===== src/ov_retry_pkg.sv =====
// constants for the output overvoltage fault-response block
// assumes one 20 MHz controller clock and command-code register access
package ov_retry_pkg;

  // ****************************************
  // command codes and reset values
  // ****************************************
  localparam logic [7:0]  CODE_OV_REACTION   = 8'h41;
  localparam logic [7:0]  CODE_OV_WARNING    = 8'h42;
  localparam logic [7:0]  CODE_TIME_UNIT_REF = 8'hD2;
  localparam logic [7:0]  RST_OV_REACTION    = 8'h80;
  localparam logic [15:0] RST_OV_WARNING     = 16'hFFFF;

  // ****************************************
  // reaction field layout
  // ****************************************
  localparam int RESP_MSB  = 7;
  localparam int RESP_LSB  = 6;
  localparam int RETRY_MSB = 5;
  localparam int RETRY_LSB = 3;
  localparam int TIME_MSB  = 2;
  localparam int TIME_LSB  = 0;

  localparam logic [1:0] RESP_IGNORE  = 2'h0;
  localparam logic [1:0] RESP_DELAY   = 2'h1;
  localparam logic [1:0] RESP_SHUT    = 2'h2;
  localparam logic [1:0] RESP_PERSIST = 2'h3;

  localparam logic [2:0] RETRY_NONE    = 3'h0;
  localparam logic [2:0] RETRY_FOREVER = 3'h7;

  // undocumented time code 1 given four units, a count between those of codes 2 and 3
  localparam logic [7:0] UNITS_CODE1 = 8'h04;

  localparam int TIMER_W = 24;

  typedef enum logic [2:0] {
    ST_OFF     = 3'b000,
    ST_RUN     = 3'b001,
    ST_HOLD    = 3'b010,
    ST_WAIT    = 3'b011,
    ST_TRY     = 3'b100,
    ST_LATCH   = 3'b101,
    ST_PERSIST = 3'b110
  } ov_state_t;

endpackage


===== src/ov_fault_retry_control.sv =====
// output overvoltage fault response: retry counting, delay timing, warning flag
// assumes fault comparator and control pin are asynchronous; the rest is on core_clk
//
// Behaviour
// retry codes 100, 101, 110 give four, five, six restart attempts
// when attempts run out, output stays off until fault cleared
// attempts spaced by unit count times configured delay unit
// code 111 retries forever until commanded off, reset, or other fault
// time field counts delay units for run-on time or retry interval
// time codes decode to 1, ?, 2, 8, 16, 32, 64, 128 units
// delay unit length comes from separate time-unit configuration
// 16-bit overvoltage warning threshold, read and written by word transfers
// response field: ignore, run-on then retry, shut then retry, off while fault
// retry code 000 means no restart, 001 to 011 one to three
// latched fault cleared by status clear, clear-all, reset, off-on, bias loss
// warning flag set while voltage exceeds threshold, output untouched
// attempt starts after full delay; count drops at each attempt start
`timescale 1ns/1ps
`default_nettype none

module ov_fault_retry_control (
  input  wire logic        core_clk,
  input  wire logic        reset_n,
  input  wire logic        cmd_strobe,
  input  wire logic        cmd_write,
  input  wire logic        cmd_word,
  input  wire logic [7:0]  cmd_code,
  input  wire logic [15:0] cmd_wdata,
  output logic      [15:0] cmd_rdata_r,
  output logic             cmd_rvalid_r,
  input  wire logic [15:0] delay_unit_ticks,
  input  wire logic        ov_fault_pin,
  input  wire logic        ctrl_pin_on,
  input  wire logic        operation_on,
  input  wire logic        clear_faults,
  input  wire logic        clear_ov_status,
  input  wire logic [15:0] vout_meas,
  output logic             output_enable_r,
  output logic             ov_fault_status_r,
  output logic             ov_warning_r
);

  // ****************************************
  // pin synchronisers
  // ****************************************
  logic [1:0] fault_sync_r;
  logic [1:0] ctrl_sync_r;

  always_ff @(posedge core_clk or negedge reset_n) begin
    if (!reset_n) begin
      fault_sync_r <= 2'h0;
      ctrl_sync_r  <= 2'h0;
    end else begin
      fault_sync_r <= {fault_sync_r[0], ov_fault_pin};
      ctrl_sync_r  <= {ctrl_sync_r[0], ctrl_pin_on};
    end
  end

  wire fault = fault_sync_r[1];
  wire run_cmd = ctrl_sync_r[1] & operation_on;

  // ****************************************
  // command-code registers
  // ****************************************
  logic [7:0]  reaction_cfg_r;
  logic [15:0] ov_warning_threshold_r;

  wire wr_reaction = cmd_strobe & cmd_write & ~cmd_word
                     & (cmd_code == ov_retry_pkg::CODE_OV_REACTION);
  wire wr_warning  = cmd_strobe & cmd_write & cmd_word
                     & (cmd_code == ov_retry_pkg::CODE_OV_WARNING);
  wire rd_reaction = ~cmd_word & (cmd_code == ov_retry_pkg::CODE_OV_REACTION);
  wire rd_warning  = cmd_word & (cmd_code == ov_retry_pkg::CODE_OV_WARNING);
  wire [15:0] rd_mux = rd_warning  ? ov_warning_threshold_r :
                       rd_reaction ? {8'h00, reaction_cfg_r} : 16'h0000;

  always_ff @(posedge core_clk or negedge reset_n) begin
    if (!reset_n) begin
      reaction_cfg_r         <= ov_retry_pkg::RST_OV_REACTION;
      ov_warning_threshold_r <= ov_retry_pkg::RST_OV_WARNING;
      cmd_rdata_r            <= 16'h0000;
      cmd_rvalid_r           <= 1'b0;
    end else begin
      if (wr_reaction) reaction_cfg_r <= cmd_wdata[7:0];
      if (wr_warning) ov_warning_threshold_r <= cmd_wdata;
      cmd_rvalid_r <= cmd_strobe & ~cmd_write;
      if (cmd_strobe & ~cmd_write) cmd_rdata_r <= rd_mux;
    end
  end

  wire [1:0] resp_sel   = reaction_cfg_r[ov_retry_pkg::RESP_MSB:ov_retry_pkg::RESP_LSB];
  wire [2:0] retry_code = reaction_cfg_r[ov_retry_pkg::RETRY_MSB:ov_retry_pkg::RETRY_LSB];
  wire [2:0] time_code  = reaction_cfg_r[ov_retry_pkg::TIME_MSB:ov_retry_pkg::TIME_LSB];

  // ****************************************
  // delay length
  // ****************************************
  logic [7:0] unit_count;
  always_comb begin
    case (time_code)
      3'h0:    unit_count = 8'h01;
      3'h1:    unit_count = ov_retry_pkg::UNITS_CODE1;
      3'h2:    unit_count = 8'h02;
      3'h3:    unit_count = 8'h08;
      3'h4:    unit_count = 8'h10;
      3'h5:    unit_count = 8'h20;
      3'h6:    unit_count = 8'h40;
      default: unit_count = 8'h80;
    endcase
  end

  // a zero unit would collapse the interval, so it counts as one tick
  wire [15:0] unit_len = (delay_unit_ticks == 16'h0000) ? 16'h0001 : delay_unit_ticks;
  wire [ov_retry_pkg::TIMER_W-1:0] delay_total = {16'h0000, unit_count}
                                                 * {8'h00, unit_len};

  // ****************************************
  // response state machine
  // ****************************************
  ov_retry_pkg::ov_state_t state_r, state_nxt;
  logic [ov_retry_pkg::TIMER_W-1:0] timer_r, timer_nxt;
  logic [2:0] retry_left_r, retry_left_nxt;
  logic       run_cmd_d_r;

  wire timer_done = (timer_r == '0);
  wire forever_retry = (retry_code == ov_retry_pkg::RETRY_FOREVER);
  wire can_retry = (retry_code != ov_retry_pkg::RETRY_NONE)
                   & (forever_retry | (retry_left_r != 3'h0));
  wire ov_clear = clear_faults | clear_ov_status;
  wire turn_on  = run_cmd & ~run_cmd_d_r;

  always_comb begin
    state_nxt      = state_r;
    timer_nxt      = timer_done ? timer_r : timer_r - {{(ov_retry_pkg::TIMER_W-1){1'b0}}, 1'b1};
    retry_left_nxt = retry_left_r;
    case (state_r)
      ov_retry_pkg::ST_OFF: begin
        if (turn_on) state_nxt = ov_retry_pkg::ST_RUN;
      end
      ov_retry_pkg::ST_RUN: begin
        retry_left_nxt = retry_code;
        if (fault) begin
          case (resp_sel)
            ov_retry_pkg::RESP_DELAY: begin
              state_nxt = ov_retry_pkg::ST_HOLD;
              timer_nxt = delay_total;
            end
            ov_retry_pkg::RESP_SHUT: begin
              state_nxt = can_retry ? ov_retry_pkg::ST_WAIT : ov_retry_pkg::ST_LATCH;
              timer_nxt = delay_total;
            end
            ov_retry_pkg::RESP_PERSIST: state_nxt = ov_retry_pkg::ST_PERSIST;
            default: state_nxt = ov_retry_pkg::ST_RUN;
          endcase
        end
      end
      ov_retry_pkg::ST_HOLD: begin
        if (timer_done) begin
          if (!fault) state_nxt = ov_retry_pkg::ST_RUN;
          else begin
            state_nxt = can_retry ? ov_retry_pkg::ST_WAIT : ov_retry_pkg::ST_LATCH;
            timer_nxt = delay_total;
          end
        end
      end
      ov_retry_pkg::ST_WAIT: begin
        if (timer_done) begin
          state_nxt = ov_retry_pkg::ST_TRY;
          timer_nxt = delay_total;
          if (!forever_retry) retry_left_nxt = retry_left_r - 3'h1;
        end
      end
      ov_retry_pkg::ST_TRY: begin
        if (fault) begin
          state_nxt = can_retry ? ov_retry_pkg::ST_WAIT : ov_retry_pkg::ST_LATCH;
          timer_nxt = delay_total;
        end else if (timer_done) state_nxt = ov_retry_pkg::ST_RUN;
      end
      ov_retry_pkg::ST_LATCH: begin
        if (ov_clear) state_nxt = ov_retry_pkg::ST_RUN;
      end
      ov_retry_pkg::ST_PERSIST: begin
        if (!fault) state_nxt = ov_retry_pkg::ST_RUN;
      end
      default: state_nxt = ov_retry_pkg::ST_OFF;
    endcase
    if (!run_cmd) state_nxt = ov_retry_pkg::ST_OFF;
  end

  wire on_nxt = (state_nxt == ov_retry_pkg::ST_RUN) | (state_nxt == ov_retry_pkg::ST_HOLD)
                | (state_nxt == ov_retry_pkg::ST_TRY);
  wire fault_event = fault & (resp_sel != ov_retry_pkg::RESP_IGNORE)
                     & (state_r == ov_retry_pkg::ST_RUN);

  always_ff @(posedge core_clk or negedge reset_n) begin
    if (!reset_n) begin
      state_r           <= ov_retry_pkg::ST_OFF;
      timer_r           <= '0;
      retry_left_r      <= 3'h0;
      run_cmd_d_r       <= 1'b0;
      output_enable_r   <= 1'b0;
      ov_fault_status_r <= 1'b0;
      ov_warning_r      <= 1'b0;
    end else begin
      state_r         <= state_nxt;
      timer_r         <= timer_nxt;
      retry_left_r    <= retry_left_nxt;
      run_cmd_d_r     <= run_cmd;
      output_enable_r <= on_nxt;
      // a new fault in the clearing cycle keeps the flag set
      if (fault_event) ov_fault_status_r <= 1'b1;
      else if (ov_clear | turn_on) ov_fault_status_r <= 1'b0;
      ov_warning_r <= (vout_meas > ov_warning_threshold_r);
    end
  end

  // ****************************************
  // checks
  // ****************************************
  property p_latch_off;
    @(posedge core_clk) disable iff (!reset_n)
      (state_r == ov_retry_pkg::ST_LATCH) |-> !output_enable_r;
  endproperty
  a_latch_off: assert property (p_latch_off) else $error("output on while latched");
  property p_try_decrements;
    @(posedge core_clk) disable iff (!reset_n)
      (state_r == ov_retry_pkg::ST_WAIT && timer_done && run_cmd && !forever_retry)
      |=> retry_left_r == $past(retry_left_r) - 3'h1;
  endproperty
  a_try_decrements: assert property (p_try_decrements) else $error("count not dropped");
  property p_forever_kept;
    @(posedge core_clk) disable iff (!reset_n)
      (state_r == ov_retry_pkg::ST_WAIT && timer_done && forever_retry)
      |=> retry_left_r == $past(retry_left_r);
  endproperty
  a_forever_kept: assert property (p_forever_kept) else $error("forever count moved");
  property p_no_retry;
    @(posedge core_clk) disable iff (!reset_n)
      (state_r == ov_retry_pkg::ST_RUN && fault && run_cmd
       && resp_sel == ov_retry_pkg::RESP_SHUT && retry_code == ov_retry_pkg::RETRY_NONE)
      |=> state_r == ov_retry_pkg::ST_LATCH;
  endproperty
  a_no_retry: assert property (p_no_retry) else $error("retried with code zero");
  property p_attempt_after_delay;
    @(posedge core_clk) disable iff (!reset_n)
      (state_r == ov_retry_pkg::ST_WAIT && !timer_done) |=> state_r != ov_retry_pkg::ST_TRY;
  endproperty
  a_attempt_after_delay: assert property (p_attempt_after_delay) else $error("early attempt");
  property p_timer_load;
    @(posedge core_clk) disable iff (!reset_n)
      (state_r == ov_retry_pkg::ST_RUN && fault && run_cmd
       && resp_sel == ov_retry_pkg::RESP_DELAY)
      |=> timer_r == $past(unit_count) * $past(unit_len);
  endproperty
  a_timer_load: assert property (p_timer_load) else $error("delay length wrong");
  property p_run_on;
    @(posedge core_clk) disable iff (!reset_n)
      (state_r == ov_retry_pkg::ST_HOLD && run_cmd && !timer_done) |=> output_enable_r;
  endproperty
  a_run_on: assert property (p_run_on) else $error("output dropped during run-on");
  property p_warn;
    @(posedge core_clk) disable iff (!reset_n)
      (vout_meas > ov_warning_threshold_r) |=> ov_warning_r;
  endproperty
  a_warn: assert property (p_warn) else $error("warning not flagged");
  property p_decode;
    @(posedge core_clk) disable iff (!reset_n)
      (time_code == 3'h3) |-> unit_count == 8'h08;
  endproperty
  a_decode: assert property (p_decode) else $error("time decode wrong");
  property p_word_write;
    @(posedge core_clk) disable iff (!reset_n)
      wr_warning |=> ov_warning_threshold_r == $past(cmd_wdata);
  endproperty
  a_word_write: assert property (p_word_write) else $error("threshold not written");
  property p_clear;
    @(posedge core_clk) disable iff (!reset_n)
      (ov_clear && !fault_event) |=> !ov_fault_status_r;
  endproperty
  a_clear: assert property (p_clear) else $error("status not cleared");
  property p_cmd_off;
    @(posedge core_clk) disable iff (!reset_n)
      !run_cmd |=> !output_enable_r;
  endproperty
  a_cmd_off: assert property (p_cmd_off) else $error("on while commanded off");
  property p_four_tries;
    @(posedge core_clk) disable iff (!reset_n)
      (state_r == ov_retry_pkg::ST_RUN && retry_code == 3'h4) |=> retry_left_r == 3'h4;
  endproperty
  a_four_tries: assert property (p_four_tries) else $error("attempt count wrong");

endmodule

`default_nettype wire


===== config.mk =====
export PLATFORM = sky130hd
export DESIGN_NAME = ov_fault_retry_control
export DESIGN_NICKNAME = d
export VERILOG_FILES = /design/src/ov_retry_pkg.sv /design/src/ov_fault_retry_control.sv
export SDC_FILE = /design/constraint.sdc
export NUM_CORES = 1
export LEC_CHECK = 0
export BUFFER_PORTS_ARGS = -buffer_cell sky130_fd_sc_hd__buf_2
export CAP_MARGIN = 30
export CORE_MARGIN = 1
export CORE_UTILIZATION = 35
export CTS_BUF_LIST = sky130_fd_sc_hd__clkbuf_8
export DETAILED_ROUTE_END_ITERATION = 8
export PLACE_DENSITY = 0.5
export SYNTH_ARGS = -nofsm -noshare
export SYNTH_HDL_FRONTEND = slang
export SYNTH_SLANG_ARGS = --single-unit

===== constraint.sdc =====
create_clock -name core_clk -period 7.3 [get_ports core_clk]
set_clock_uncertainty 0.05 [all_clocks]
set_input_delay 1.46 -clock core_clk [delete_from_list [all_inputs] [get_ports core_clk]]
set_output_delay 1.46 -clock core_clk [all_outputs]
set_load 0.02 [all_outputs]

==> metrics.md <==
| Metric | Value |
|---|---|
| Cell Chain, Critical Path | buf_2 -> nor3_1 -> a41oi_1 -> nand2b_1 -> fa_1 -> fa_1 -> inv_1 -> fa_1 -> inv_1 -> fa_1 -> inv_1 -> ha_1 -> nand3_1 -> o22ai_1 -> or4_1 -> a21o_1 -> a2111oi_0 -> nor3_1 -> o31a_1 |
| Fin nets | 1249 |
| Final WL | 20600 µm |
| Antenna violations before repair | 1 |
| Die area | 24900 µm² |
| Crit Reg-Reg Startpoint | reaction_cfg_r[0] |
| CP peak stage delay | 0.54 ns |
| Hold-fix buffers, CTS | 0 |
| Via count | 6699 |
| Most frequent cells in the layout | 144 x inv_1, 105 x nand2_1, 85 x and2_1, 84 x fa_1, 84 x buf_2 |
| Critical path class | in2reg |
| GRT overflow | 0 |
| Final period util | 86.6% |
| Clock period minus worst slack | 6.32 ns |
| Syn nets | 1174 |
| Post-Synthesis Cells | 957 |
| R2r worst-path depth | 16 |
| Row cnt | 56 |
| Power Dens Cells | 113 nW/µm² |
| Final TNS setup | 0 ns |
| Mean area per synthesized cell | 8.88 µm² |
| Post-synth EDFFs | 0 |
| Post-CTS Resized | 0 |
| Hold endpoint | fault_sync_r[1] |
| Initial core utilization | 36.0% |
| Max cap viols | 0 |
| Seq/Total Area, Yosys | 23.5% |
| Share of cells above drive strength 1 | 14.5% |
| Global-route wire length before repair | 34400 µm |
| Ys Warns | 0 |
| Routed len/inst | 15.2 µm |
| Tot GR Track Use | 17.6% |
| Most used cell along the critical path | fa_1 |
| FF+latch count, synth | 79 |
| Worst Setup End Kind | register |
| Post-CTS Setup Inserts | 0 |
| Hold WC Path Type | reg2reg |
| Vias in the first global route | 6679 |
| Area of the core | 23600 µm² |
| Worst slack at placement | 0.599 ns |
| Clock transition at the registers of the reported paths | 0.08 ns |
| DR pass1 iterations | 4 |
| Unrepaired setup endpoints after global routing | false |
| Port-buffer cells | 85 |
| Clock Path Buffers | 2 |
| CTS tree | built |
| Main synth FF type | dfrtp_1 |
| Total clock sinks | 79 |
| Post-synth ARST share | 100% |
| Max-slew violations | 0 |
| Clock root buffer master | clkbuf_8 |
| Relative slew slack | 48.2% |
| Cell Area, Synth | 8500 µm² |
| Filler cells | 2447 |
| Final setup viols | 0 |
| Slew @ Worst Pin | 0.777 ns |
| Crit-path max FO | 9 |
| Critical path launch point type | primary input |
| R2r endpoint | timer_r[18] |
| H-tree depth | 3 |
| Final HPWL DP | 16400 µm |
| Largest net degree at the start of global routing | 53 |
| Leak | 4.82 nW |
| R2r setup slk | 1.29 ns |
| Layout area overhead | 11.6% |
| Synth cell types | 64 |
| Post-DP Area | 9280 µm² |
| Final Cell Area | 9490 µm² |
| Outcome | complete, no violations |
| CTS buffer count | 9 |
| Crit path DAT | 6.52 ns |
| Worst VDD drop | 0.0835 mV |
| Final Hold Vio Count | 0 |
| Placer Congestion | 0.792 |
| Hold path cells | 0 |
| DRC | 0 |
| Slowest stage cell, crit path | a2111oi_0 |
| Ports | 86 |
| Avg Vias per Cell | 4.94 |
| Die width | 158 µm |
| CP Data Required Time | 7.50 ns |
| Worst skew pair latency | 0.36 ns |
| Iteration-0 DRC count of the detailed router | 353 |
| Die height | 158 µm |
| Commonest non-fill, non-tap cell in the layout | inv_1 |
| Setup WS post-layout | 0.981 ns |
| HP Start | fault_sync_r[0] |
| FMAX | 158 MHz |
| Post-route ant nets | 0 |
power by group:
part	switching (mW)	internal, mW
clock network	0.158	0.174
registers	0.0275	0.475
logic	0.138	0.0989
through the flow:
| step | hold WS [ns] | instances | total power [mW] | utilization [%] |
|---|---|---|---|---|
| 2_1_floorplan | 0.281 | 957 | 0.658 | - |
| 3_3_place_gp | 0.284 | 1340 | 0.747 | 39.3 |
| 3_5_place_dp | 0.286 | 1340 | 0.750 | 39.3 |
| 4_1_cts | 0.306 | 1356 | 1.09 | 40.2 |
| 5_1_grt | 0.325 | 1356 | 1.14 | 40.2 |
| 6_report | 0.302 | 1357 | 1.07 | 40.2 |
layout make-up:
cell class	instances	area [µm²]	share of cell area, %
antenna	1	2.50	0.0264
sequential	79	2000	21.1
inverter	142	533	5.62
clock buffer	11	151	1.60
multi-input combinational	702	5830	61.4
clock inverter	5	50.0	0.528
timing repair buffer	98	526	5.54
tap	319	399	4.21
flip-flops by register name, summed over array words and instances, names as in the netlist, 2 cells and up:
name	cells
timer_r	24
cmd_rdata_r	16
ov_warning_threshold_r	16
reaction_cfg_r	8
retry_left_r	3
state_r	3
ctrl_sync_r	2
fault_sync_r	2
Yosys cell counts, types with 5 or more instances:
library cell | n | area, µm²
clkbuf_1 | 28 | 105
o21ai_1 | 8 | 40.0
a221oi_1 | 8 | 70.1
a21oi_1 | 29 | 145
nand2_1 | 105 | 394
a21o_1 | 13 | 97.6
o21a_1 | 13 | 97.6
o31ai_1 | 5 | 37.5
nor3_1 | 19 | 95.1
o21ai_0 | 37 | 185
or3_1 | 10 | 62.6
ha_1 | 67 | 838
inv_1 | 141 | 529
xnor2_1 | 22 | 193
nor2b_1 | 11 | 68.8
and3_1 | 5 | 31.3
dfstp_2 | 17 | 447
dfrtp_1 | 62 | 1550
and2_1 | 85 | 532
xor2_1 | 12 | 105
nor2_1 | 39 | 146
nor4_1 | 7 | 43.8
nand4_1 | 7 | 43.8
mux2_2 | 9 | 101
nand3_1 | 29 | 145
nand3b_1 | 5 | 37.5
nand2b_1 | 9 | 56.3
fa_1 | 84 | 1680
layer usage:
layer  global-route usage (%)  routed length (µm)
met3                     2.68                 666
met5                        0                   0
met4                     2.36                  93
met1                     25.0               10100
met2                     28.7                9730
worst max path at each step:
stage,start,endpoint,cells after the start
after floorplan,delay_unit_ticks[6],timer_r[19],19
after global placement,delay_unit_ticks[2],timer_r[19],20
after detailed placement,delay_unit_ticks[13],timer_r[18],19
after CTS,delay_unit_ticks[13],timer_r[18],19
after global routing,delay_unit_ticks[13],timer_r[19],20
final,delay_unit_ticks[2],timer_r[18],19
critical path: cells and delay by family:
kind	cells	cell delay, ns
and+or+nand+nor	5	1.24
AOI/OAI and AO/OA	5	1.33
adders and majority gates	5	2.20
buffers and inverters	4	0.30
kinds of logic (layout without fill, tap and decap cells):
group / Yosys count / in the layout / share of synthesized area, %
other cells: 0 / 1 / 0
fa+ha+maj: 151 / 151 / 29.6
simple gates: 349 / 349 / 21.3
flops: 79 / 79 / 23.5
compound gates: 155 / 155 / 12.2
xor+xnor: 34 / 34 / 3.50
mux: 13 / 13 / 1.66
buf+inv: 176 / 256 / 8.14
Power figures use the tool's default switching activity.
